`src/rtl/copr_consts.svh`:
```
// constants for the card operating-conditions register bank
`ifndef COPR_CONSTS_SVH
`define COPR_CONSTS_SVH

// ----------------------------------------------------------------------
// register widths in bits
// ----------------------------------------------------------------------
`define COPR_WORD_BITS          32
`define COPR_OPC_BITS           32
`define COPR_IDENT_BITS         128
`define COPR_CDATA_BITS         128
`define COPR_RADDR_BITS         16
`define COPR_DSR_BITS           16
`define COPR_FEAT_BITS          64
`define COPR_STAT_BITS          512

// ----------------------------------------------------------------------
// word counts, derived from the widths except the literal single-word count
// ----------------------------------------------------------------------
`define COPR_ONE_WORD           5'h01
`define COPR_IDENT_WORDS        5'(`COPR_IDENT_BITS / `COPR_WORD_BITS)
`define COPR_CDATA_WORDS        5'(`COPR_CDATA_BITS / `COPR_WORD_BITS)
`define COPR_FEAT_WORDS         5'(`COPR_FEAT_BITS / `COPR_WORD_BITS)
`define COPR_STAT_WORDS         5'(`COPR_STAT_BITS / `COPR_WORD_BITS)

// ----------------------------------------------------------------------
// operating-conditions field positions and values
// ----------------------------------------------------------------------
`define COPR_OPC_BUSY_BIT       31
`define COPR_OPC_CCS_BIT        30
`define COPR_OPC_LOWV_BIT       24
`define COPR_OPC_WIN_HI         23
`define COPR_OPC_WIN_LO         15
`define COPR_OPC_WIN_SUPPORTED  9'h1ff
`define COPR_OPC_RESET          32'h00ff8000

// ----------------------------------------------------------------------
// word memory layout
// ----------------------------------------------------------------------
`define COPR_ADDR_BITS          5
`define COPR_WIDX_BITS          4
`define COPR_MEM_DEPTH          32
`define COPR_IDENT_BASE         5'h00
`define COPR_CDATA_BASE         5'h04
`define COPR_FEAT_BASE          5'h08
`define COPR_STAT_BASE          5'h10

`endif

```
`src/rtl/copr_pkg.sv`:
```
// types shared by the card operating-conditions register bank
package copr_pkg;

    // register selector codes; code 3'h7 is unused
    typedef enum logic [2:0] {
        COPR_SEL_OPC   = 3'h0,
        COPR_SEL_IDENT = 3'h1,
        COPR_SEL_CDATA = 3'h2,
        COPR_SEL_RADDR = 3'h3,
        COPR_SEL_DSR   = 3'h4,
        COPR_SEL_FEAT  = 3'h5,
        COPR_SEL_STAT  = 3'h6
    } copr_sel_t;

    // power-up progress
    typedef enum logic {
        COPR_PWR_BUSY  = 1'b0,
        COPR_PWR_READY = 1'b1
    } copr_pwr_t;

endpackage

```
`src/rtl/copr_regs.sv`:
```
// card-side register bank centred on the operating-conditions register
//
// How it works
// - a 32-bit operating word shows the supply windows and power-up flag.
// - bit 31 reads 0 while busy, becomes 1 once initialisation completes.
// - bit 24 shows the 1.8V switch acceptance, zero after reset.
// - bits 23 to 15 flag the supported 0.1V supply windows as ones.
// - bits 29-25 and 14-0, bit 7 included, always read zero.
// - identity 128, card data 128, address 16, features 64, status 512 bits.
// - the driver-stage register is absent; reading it is refused.
`timescale 1ns/1ps
`include "copr_consts.svh"

module copr_regs
    import copr_pkg::*;
(
    input  wire logic                        sys_clk,
    input  wire logic                        srst,
    input  wire logic                        initDone,
    input  wire logic                        capacityHigh,
    input  wire logic                        switchAccept,
    input  wire logic                        rdReq,
    input  wire logic [2:0]                  rdSel,
    input  wire logic [`COPR_WIDX_BITS-1:0]  rdWord,
    output logic      [`COPR_WORD_BITS-1:0]  rdData,
    output logic                             rdValid,
    output logic                             rdErr,
    input  wire logic                        memWrEn,
    input  wire logic [2:0]                  memWrSel,
    input  wire logic [`COPR_WIDX_BITS-1:0]  memWrWord,
    input  wire logic [`COPR_WORD_BITS-1:0]  memWrData,
    input  wire logic                        relAddrWrEn,
    input  wire logic [`COPR_RADDR_BITS-1:0] relAddrWrData,
    output logic      [`COPR_OPC_BITS-1:0]   opCondValue,
    output logic      [`COPR_RADDR_BITS-1:0] relAddrValue,
    output logic                             powerUpDone
);

    // ------------------------------------------------------------------
    // decode helpers
    // ------------------------------------------------------------------

    // number of 32-bit words each selector holds
    function automatic logic [4:0] wordLimit(input logic [2:0] sel);
        logic [4:0] lim;
        lim = 5'h00;
        unique case (sel)
            COPR_SEL_OPC:   lim = `COPR_ONE_WORD;
            COPR_SEL_IDENT: lim = `COPR_IDENT_WORDS;
            COPR_SEL_CDATA: lim = `COPR_CDATA_WORDS;
            COPR_SEL_RADDR: lim = `COPR_ONE_WORD;
            COPR_SEL_DSR:   lim = 5'h00; // absent register
            COPR_SEL_FEAT:  lim = `COPR_FEAT_WORDS;
            COPR_SEL_STAT:  lim = `COPR_STAT_WORDS;
            default:        lim = 5'h00;
        endcase
        return lim;
    endfunction

    // first memory word of a memory-backed selector
    function automatic logic [4:0] memBase(input logic [2:0] sel);
        logic [4:0] base;
        base = `COPR_IDENT_BASE;
        unique case (sel)
            COPR_SEL_CDATA: base = `COPR_CDATA_BASE;
            COPR_SEL_FEAT:  base = `COPR_FEAT_BASE;
            COPR_SEL_STAT:  base = `COPR_STAT_BASE;
            default:        base = `COPR_IDENT_BASE;
        endcase
        return base;
    endfunction

    // selectors whose words live in the memory
    function automatic logic isMemSel(input logic [2:0] sel);
        return (sel == COPR_SEL_IDENT) || (sel == COPR_SEL_CDATA) ||
               (sel == COPR_SEL_FEAT) || (sel == COPR_SEL_STAT);
    endfunction

    // word index inside the selector's size
    function automatic logic inRange(input logic [2:0] sel,
                                     input logic [3:0] word);
        return {1'b0, word} < wordLimit(sel);
    endfunction

    // ------------------------------------------------------------------
    // power-up state and operating-conditions fields
    // ------------------------------------------------------------------
    copr_pwr_t                  pwr_q;
    logic                       ccs_q;
    logic                       lowVolt_q;
    logic [`COPR_OPC_BITS-1:0]  opCond_d;
    logic [`COPR_OPC_BITS-1:0]  opCond_q;

    // busy until the init engine reports completion; only srst (a power
    // cycle) brings the card back to busy
    always_ff @(posedge sys_clk) begin
        if (srst) begin
            pwr_q <= COPR_PWR_BUSY;
        end else begin
            unique case (pwr_q)
                COPR_PWR_BUSY:  pwr_q <= initDone ? COPR_PWR_READY
                                                  : COPR_PWR_BUSY;
                COPR_PWR_READY: pwr_q <= COPR_PWR_READY;
            endcase
        end
    end

    // capacity is latched as power-up ends, so it cannot move afterwards
    always_ff @(posedge sys_clk) begin
        if (srst) begin
            ccs_q <= 1'b0; // standard card until told otherwise
        end else if (pwr_q == COPR_PWR_BUSY && initDone) begin
            ccs_q <= capacityHigh;
        end
    end

    // sticky acceptance of the low-voltage switch
    always_ff @(posedge sys_clk) begin
        if (srst) begin
            lowVolt_q <= 1'b0;
        end else if (switchAccept) begin
            lowVolt_q <= 1'b1;
        end
    end

    // assemble the word; every bit not written here stays zero
    always_comb begin
        opCond_d = '0; // reserved fields
        opCond_d[`COPR_OPC_WIN_HI:`COPR_OPC_WIN_LO] =
            `COPR_OPC_WIN_SUPPORTED;
        opCond_d[`COPR_OPC_LOWV_BIT] = lowVolt_q;
        opCond_d[`COPR_OPC_BUSY_BIT] = (pwr_q == COPR_PWR_READY);
        // capacity is only meaningful once ready, so hide it while busy
        opCond_d[`COPR_OPC_CCS_BIT] = ccs_q && (pwr_q == COPR_PWR_READY);
    end

    always_ff @(posedge sys_clk) begin
        if (srst) begin
            opCond_q <= `COPR_OPC_RESET;
        end else begin
            opCond_q <= opCond_d;
        end
    end

    assign opCondValue = opCond_q;
    assign powerUpDone = opCond_q[`COPR_OPC_BUSY_BIT];

    // ------------------------------------------------------------------
    // relative address register
    // ------------------------------------------------------------------
    logic [`COPR_RADDR_BITS-1:0] relAddr_q;

    always_ff @(posedge sys_clk) begin
        if (srst) begin
            relAddr_q <= '0;
        end else if (relAddrWrEn) begin
            relAddr_q <= relAddrWrData;
        end
    end

    assign relAddrValue = relAddr_q;

    // ------------------------------------------------------------------
    // word memory for identity, card data, features and status
    // ------------------------------------------------------------------
    logic                        memWrGo;
    logic                        memRdGo;
    logic [`COPR_ADDR_BITS-1:0]  memWrAddr;
    logic [`COPR_ADDR_BITS-1:0]  memRdAddr;
    logic [`COPR_WORD_BITS-1:0]  memRdData;

    // out-of-range loads are dropped so one block cannot spill into the next
    assign memWrGo   = memWrEn && isMemSel(memWrSel) &&
                       inRange(memWrSel, memWrWord);
    assign memWrAddr = memBase(memWrSel) + {1'b0, memWrWord};
    assign memRdGo   = rdReq && isMemSel(rdSel) && inRange(rdSel, rdWord);
    assign memRdAddr = memBase(rdSel) + {1'b0, rdWord};

    copr_word_mem copr_word_mem_inst (
        .sys_clk (sys_clk),
        .wrEn    (memWrGo),
        .wrAddr  (memWrAddr),
        .wrData  (memWrData),
        .rdEn    (memRdGo),
        .rdAddr  (memRdAddr),
        .rdData  (memRdData)
    );

    // ------------------------------------------------------------------
    // read pipeline: request, then memory access, then answer
    // ------------------------------------------------------------------
    logic       pend_q;
    logic       pendErr_q;
    logic [2:0] pendSel_q;

    // first stage remembers what was asked while the memory reads
    always_ff @(posedge sys_clk) begin
        if (srst) begin
            pend_q    <= 1'b0;
            pendErr_q <= 1'b0;
            pendSel_q <= 3'h0;
        end else begin
            pend_q    <= rdReq;
            pendErr_q <= rdReq && !inRange(rdSel, rdWord);
            pendSel_q <= rdSel;
        end
    end

    // second stage; the operating word is taken as it stands one cycle
    // after the request, so a flag that changes then is already visible
    always_ff @(posedge sys_clk) begin
        if (srst) begin
            rdValid <= 1'b0;
            rdErr   <= 1'b0;
            rdData  <= '0;
        end else begin
            rdValid <= pend_q && !pendErr_q;
            rdErr   <= pend_q && pendErr_q;
            if (pend_q && !pendErr_q) begin
                if (pendSel_q == COPR_SEL_OPC) begin
                    rdData <= opCond_q;
                end else if (pendSel_q == COPR_SEL_RADDR) begin
                    rdData <= {16'h0000, relAddr_q};
                end else begin
                    rdData <= memRdData;
                end
            end else begin
                rdData <= '0;
            end
        end
    end

    // ------------------------------------------------------------------
    // checks
    // ------------------------------------------------------------------
    a_busy_release: assert property (
        @(posedge sys_clk) disable iff (srst)
        $rose(opCondValue[31]) |-> $past(initDone, 2)
    ) else $error("busy bit set without init completion");

    a_ready_holds: assert property (
        @(posedge sys_clk) disable iff (srst)
        initDone |-> ##2 opCondValue[31] [*3]
    ) else $error("busy bit did not rise and stay after init");

    a_lowv_follows: assert property (
        @(posedge sys_clk) disable iff (srst)
        $rose(opCondValue[24]) |-> $past(switchAccept, 2)
    ) else $error("switch flag rose without acceptance");

    a_lowv_sets: assert property (
        @(posedge sys_clk) disable iff (srst)
        switchAccept |-> ##2 opCondValue[24]
    ) else $error("switch acceptance not shown");

    a_window_ones: assert property (
        @(posedge sys_clk) disable iff (srst)
        opCondValue[23:15] == 9'h1ff
    ) else $error("supply window bits not all set");

    a_reserved_zero: assert property (
        @(posedge sys_clk) disable iff (srst)
        opCondValue[29:25] == 5'h00 && opCondValue[14:0] == 15'h0000
    ) else $error("reserved operating bits not zero");

    a_ccs_while_busy: assert property (
        @(posedge sys_clk) disable iff (srst)
        !opCondValue[31] |-> !opCondValue[30]
    ) else $error("capacity bit set while busy");

    a_opc_answer: assert property (
        @(posedge sys_clk) disable iff (srst)
        rdReq && rdSel == COPR_SEL_OPC && rdWord == 4'h0 |->
            ##2 rdValid && rdData == $past(opCondValue)
    ) else $error("operating word read returned wrong data");

    a_dsr_refused: assert property (
        @(posedge sys_clk) disable iff (srst)
        rdReq && rdSel == COPR_SEL_DSR |-> ##2 rdErr && !rdValid
    ) else $error("driver-stage read was not refused");

    a_size_limit: assert property (
        @(posedge sys_clk) disable iff (srst)
        rdReq && rdSel == COPR_SEL_FEAT |->
            ##2 (rdErr == ($past(rdWord, 2) > 4'h1)) && (rdValid != rdErr)
    ) else $error("features register size not honoured");

endmodule

```
`src/rtl/copr_word_mem.sv`:
```
// word memory holding identity, card data, features and status words
`timescale 1ns/1ps
`include "copr_consts.svh"

module copr_word_mem (
    input  wire logic                        sys_clk,
    input  wire logic                        wrEn,
    input  wire logic [`COPR_ADDR_BITS-1:0]  wrAddr,
    input  wire logic [`COPR_WORD_BITS-1:0]  wrData,
    input  wire logic                        rdEn,
    input  wire logic [`COPR_ADDR_BITS-1:0]  rdAddr,
    output logic      [`COPR_WORD_BITS-1:0]  rdData
);

    logic [`COPR_WORD_BITS-1:0] mem [`COPR_MEM_DEPTH];

    // write port; contents have no reset, the loader fills them
    always_ff @(posedge sys_clk) begin
        if (wrEn) begin
            mem[wrAddr] <= wrData;
        end
    end

    // registered read so the data settle one cycle after the enable
    always_ff @(posedge sys_clk) begin
        if (rdEn) begin
            rdData <= mem[rdAddr];
        end
    end

endmodule

```
`config.mk`:
```
export PLATFORM = sky130hd
export DESIGN_NAME = copr_regs
export DESIGN_NICKNAME = d
export VERILOG_FILES = /design/src/rtl/copr_pkg.sv /design/src/rtl/copr_regs.sv /design/src/rtl/copr_word_mem.sv
export VERILOG_INCLUDE_DIRS = /design/src /design/src/rtl
export SDC_FILE = /design/constraint.sdc
export NUM_CORES = 1
export LEC_CHECK = 0
export BUFFER_PORTS_ARGS = -buffer_cell sky130_fd_sc_hd__buf_2
export CORE_MARGIN = 2
export CORE_UTILIZATION = 40
export DETAILED_ROUTE_END_ITERATION = 6
export PLACE_DENSITY = 0.54
export SLEW_MARGIN = 20
export SYNTH_ARGS = -nofsm -noshare
export SYNTH_HDL_FRONTEND = slang
export SYNTH_SLANG_ARGS = --single-unit
export TNS_END_PERCENT = 100
```
`constraint.sdc`:
```
create_clock -name sys_clk -period 5.7 [get_ports sys_clk]
set_input_delay 1.425 -clock sys_clk [delete_from_list [all_inputs] [get_ports sys_clk]]
set_output_delay 1.425 -clock sys_clk [all_outputs]
set_load 0.05 [all_outputs]
```
---- After elaboration in Yosys (flattened, before gate mapping) ----
Memory sizes are Yosys's and may differ from the RTL's. A register that Yosys moved wholly into a read port is not among the register bits.
Index checks and enable logic that the tools add are counted.
Widths: inputs -> output; s select.
word-level totals
  bits of input ports ..................... 70
  logic and storage cells ................. 67
  register bits after elaboration ......... 90
  output and inout bits ................... 83
  memory bits (writable) .................. 1024
  memories kept ........................... 1
memories
  name                    depth  bits a word  rd ports  clocked after Yosys merged registers in  write ports  line                 RTL
  copr_word_mem_inst.mem  32     32           1         1                                        1            copr_word_mem.sv:15  logic [`COPR_WORD_BITS-1:0] mem [`COPR_MEM_DEPTH];
operators by class
  equality and inequality tests ........... 11
  reductions and logical operators ........ 25
  bitwise operators ....................... 2
  multiplexer cells ....................... 11
  $lt $le $gt $ge ......................... 3
  add/sub/neg operators ................... 2
operators by type and width
  cell                number
  $mux 32             2
  $pmux 5 s4          2
  $pmux 5 s3          2
  $eq 3x2->1 const B  5
  $lt 4x5->1          3
  $eq 3x3->1 const B  4
  $add 5x4->5         2
  $reduce_or 2->1     5
  $logic_and 1x1->1   9
  $logic_not 3->1     3
  $eq 3x1->1 const B  2
  $logic_or 1x1->1    6
  $mux 5              1
  $mux 1              3
  $logic_not 1->1     2
  $not 1->1           2
  $pmux 1 s2          1

---- Logic depth before layout (Yosys ltp) ----
  depth after elaboration ................. 8
  depth in mapped cells ................... 8
  mapped depth without buffers ............ 8

---- Cells and area by module ----
A second synthesis with hierarchy kept.
second synthesis, totals
  cell total of the unflattened synthesis .. 2538
  area total of the unflattened synthesis .. 43444.2 um^2
by module, submodules not included
  module         cells each  instances  area an instance (um^2)  seq. area each (um^2)
  copr_word_mem  2260        1          40805.4                  31710.4
  copr_regs      278         1          2638.8                   1221.2

---- Worst setup path after synthesis ----
OpenSTA, ideal clock, no wires.
  path kind ............................... input port to flip-flop
  start ................................... input memWrSel[1]
  end ..................................... memory copr_word_mem_inst.mem[4][0] (netlist name) (enable)
  cell stages on the path ................. 8
  required time ........................... 5.279 ns
  buffers on the path ..................... 0
  arrival time ............................ 4.125 ns
  slack ................................... 1.154 ns
  setup time .............................. 0.421 ns
  cells stage by stage .................... nor2b_1 nor2b_1 ha_1 inv_1 fa_1 xnor2_1 nand3_1 nor2_1
between the ends
  cells in the longest elaborated chain, start to end .. 8
  elaborated cells between the ends (all ways) .. 19
ends and longest elaborated chain
  item                                                                line                 RTL
  from (decl)                                                         copr_regs.sv:29      input wire logic [2:0] memWrSel,
  parallel branches: the longest is 8 deep, another holds $lt 4x5->1  --
  to (decl)                                                           copr_word_mem.sv:15
Parallel ways; which one is timed is not known.

---- Worst setup path after layout ----
  start ................................... input memWrSel[1]
  end ..................................... memory copr_word_mem_inst.mem[5][7] (netlist name) (enable)
Same word-level chain as after synthesis.

==> summary.txt <==
Status
  – Status: complete, no violations

Die
  – Die extent in x: ~330 um
  – Initial Util: 40.2%
  – Placeable Area: roughly 110000 um^2
  – Die H: approximately 330 um
  – Row count: 120
  – Ports: 153
  – Area of the die: about 110000 um^2

Logic synthesis
  – Cells after Synth: between 1500 and 2000
  – Mapped Avg Cell Area: between 20 and 25 um^2
  – Sequential area share after synthesis: roughly three quarters
  – Warnings, synthesis: 0
  – Post-synth EDFFs: 1056
  – Post-synth top flop: edfxtp_1
  – Post-synthesis register bit count: 1117
  – Async set or reset register ratio after synthesis: 0%
  – Netlist Area Pre-Place: 43000 um^2
  – Cell variety after synth: 38

Placed design
  – Post-DP HPWL: between 50000 and 60000 um
  – I/O Buffers: 123
  – Dpl cell area: approximately 46000 um^2
  – Routability cong.: 0.759

CTS
  – CTS Sinks: ~1100
  – Cts bufs inserted: around 110
  – CTS root buffer: clkbuf_16
  – Cts-stage hold buffer count: 0
  – CTS tree: built
  – Worst-Skew Late Latency: just under 0.7 ns
  – Clock buffer depth: 3
  – H-tree lvl count: 3
  – Setup bufs post-CTS: 0
  – Gates resized, CTS repair: 0
  – Reg clk slew, reported paths: 0.06 ns

Timing
  – Slew HR: about 28%
  – Min Clock Period, post-route: just under 4 ns
  – Skew final: between 0.02 and 0.025 ns
  – Min Hold Slack: 0.468 ns
  – Fin. Hold Viols: 0
  – Count of pins over their slew limit: 0
  – Fmax: around 260 MHz
  – RSZ-0062 raised after global routing: no
  – Period Utilization, post-route: 67.9%
  – Setup tns final: 0 ns
  – Worst-Margin Slew: around 1.1 ns
  – Setup violators final: 0

Drt
  – WL met2: around 48000 um
  – Detailed Route WL: 101000 um
  – DRC Markers: 0
  – Total iterations of the first detailed-routing run: 5
  – Top routing layer used: met5
  – DR vias/cell: 5.41
  – Via count: between 15000 and 20000
  – Detailed Route Iter0 Violations: 1880
  – Post-DRT Antenna Nets: 0
  – WL per Instance: 27.6 um
  – DRT met1 WL: 45300 um
  – Met3 WL: roughly 5000 um

Final layout
  – Synth-to-Final Area Change: 15.0%
  – Final #Nets: about 2200
  – Post-route core utilization: 46.3%
  – Diodes inserted: 0
  – Layout cell share with drive strength beyond 1: 30.6%
  – FILL cells: 8873
  – Cell area after layout: ~49000 um^2

Worst setup path
  – Critical path startpoint category: input pin
  – Critical-path cell list: buf_2, nor2b_1, nor2b_1, ha_1, inv_1, fa_1, xnor2_1, nand3_1, nor2_4, buf_4
  – CP arrival: approximately 4.2 ns
  – WS Path Type: input pin to flop
  – Crit-path slowest cell: buf_4
  – CP required: 6.00 ns
  – Slowest stage delay, CP: 0.48 ns
  – Crit end category: flop
  – Most used cell, CP: nor2b_1
  – Cell family with most CP delay: simple AND/OR/NAND/NOR gates
  – Worst Path Max Fanout: 27
  – CP bufs+invs: 3

Global route
  – Initial antenna violation count: 6
  – First-pass GRT wire length: 147000 um
  – GR Util All Layers: 18.4%
  – Vias in the first global route: 20700
  – Largest net degree at the start of global routing: roughly 110
  – Global route overflow: 0

Pwr
  – Leak pwr: between 0.015 and 0.02 uW
  – PwrDens: ~360 nW/um^2
  – Worst vdd ir: 0.258 mV
  – Total power: between 15000 and 20000 uW

Min path
  – Hold Crit Class: flop to flop

Flow run
  – Max Cap Viol: 0
-- cells in the mapped netlist, drive strengths merged, types with 2 or more instances --
cell type	instances	area, um^2
mux2i	209	2090
xor2	3	26.3
nand4b	2	17.5
edfxtp	1056	31700
xnor2	2	36.3
dfxtp	61	1220
fa	2	40.0
nand3	3	15.0
mux4	256	5770
buf	101	722
a22oi	3	22.5
clkbuf	22	86.3
mux2	32	360
conb	2	7.51
nor2b	12	75.1
ha	6	75.1
a21oi	15	75.1
nand3b	7	52.6
o21ai	2	10.0
and3b	2	17.5
o31ai	2	15.0
and3	6	37.5
nor2	78	293
nand2	37	139
nor3	3	15.0
nand2b	3	18.8
inv	5	18.8
-- flip-flops by register name (all words and copies together), names as in the netlist --
| name | cells |
|---|---|
| pendSel_q | 3 |
| pend_q | 1 |
| relAddrValue | 16 |
| opCondValue | 3 |
| rdErr | 1 |
| rdValid | 1 |
| rdData | 32 |
| lowVolt_q | 1 |
| pendErr_q | 1 |
| copr_word_mem_inst.rdData | 32 |
| copr_word_mem_inst.mem | 1024 |
| pwr_q | 1 |
| ccs_q | 1 |
-- per-layer routing --
metal / track usage (%) / up-vias
met5: 0 / -
li1: - / 8399
met4: 4.92 / 4
met1: 26.6 / 10500
met3: 2.76 / 150
met2: 29.3 / 624
-- layout by cell type, fill, tap and decap left out, types with 12 or more instances in the layout --
master	netlist	final
nor2b_1	12	12
clkbuf_1	21	21
nand2_1	37	37
nor2_1	78	46
a21oi_1	15	15
mux4_2	256	256
edfxtp_1	1056	1056
nor2_4	0	32
clkinv_1	0	21
buf_2	7	121
dfxtp_1	61	61
buf_12	0	19
clkinv_2	0	20
conb_1	2	29
mux2_2	32	32
mux2i_1	209	209
buf_4	37	47
clkbuf_16	0	117
-- logic make-up after synthesis --
group                    count (synthesis)  synth area share [%]
AO/OA/AOI/OAI                           24                 0.326
adder cells (fa/ha/maj)                  8                 0.268
multiplexers                           497                  19.1
other                                    2                0.0175
XOR/XNOR                                 5                 0.145
flip-flops                            1117                  76.6
AND/OR/NAND/NOR                        157                  1.65
buffers and inverters                  128                  1.92
-- cell type report --
type	instances	area [um^2]	area share (%)
Tap cell	1403	1760	3.55
Multi-Input combinational cell	720	9620	19.5
Inverter	5	18.8	0.0380
Sequential cell	1117	32900	66.6
Timing Repair Buffer	189	1370	2.77
Clock inverter	70	674	1.36
Clock buffer	144	3080	6.22
-- stage by stage --
stage | worst slack, ns | cells
floorplan | 1.15 | 1965
global placement | 1.12 | 3434
detailed placement | 1.13 | 3434
CTS | 1.87 | 3648
global route | 1.62 | 3648
finish | 1.83 | 3648
-- worst min-delay path, delay by kind of cell, from the launching register on --
family,cells,cell delay (ns)
DFF,1,0.32
and+or+nand+nor,2,0.11
-- path summary, 6_finish.rpt --
| kind | from | endpoint | slack [ns] | cells after the start |
|---|---|---|---|---|
| hold reg to reg | lowVolt_q | lowVolt_q | 0.47 | 2 |
| setup / recovery | memWrSel[1] | copr_word_mem_inst.mem[5][7] | 1.83 | 10 |
| setup reg to reg | pendErr_q | rdData[26] | 3.60 | 3 |
| hold / removal | lowVolt_q | lowVolt_q | 0.47 | 2 |
-- where the power goes --
part           internal [uW]  leakage [uW]  switching [uW]
combinational            420       0.00466             692
clock                   4320       0.00183            3080
sequential              9050        0.0100            20.7
total                  13800        0.0165            3800
Power figures use the tool's default switching activity.
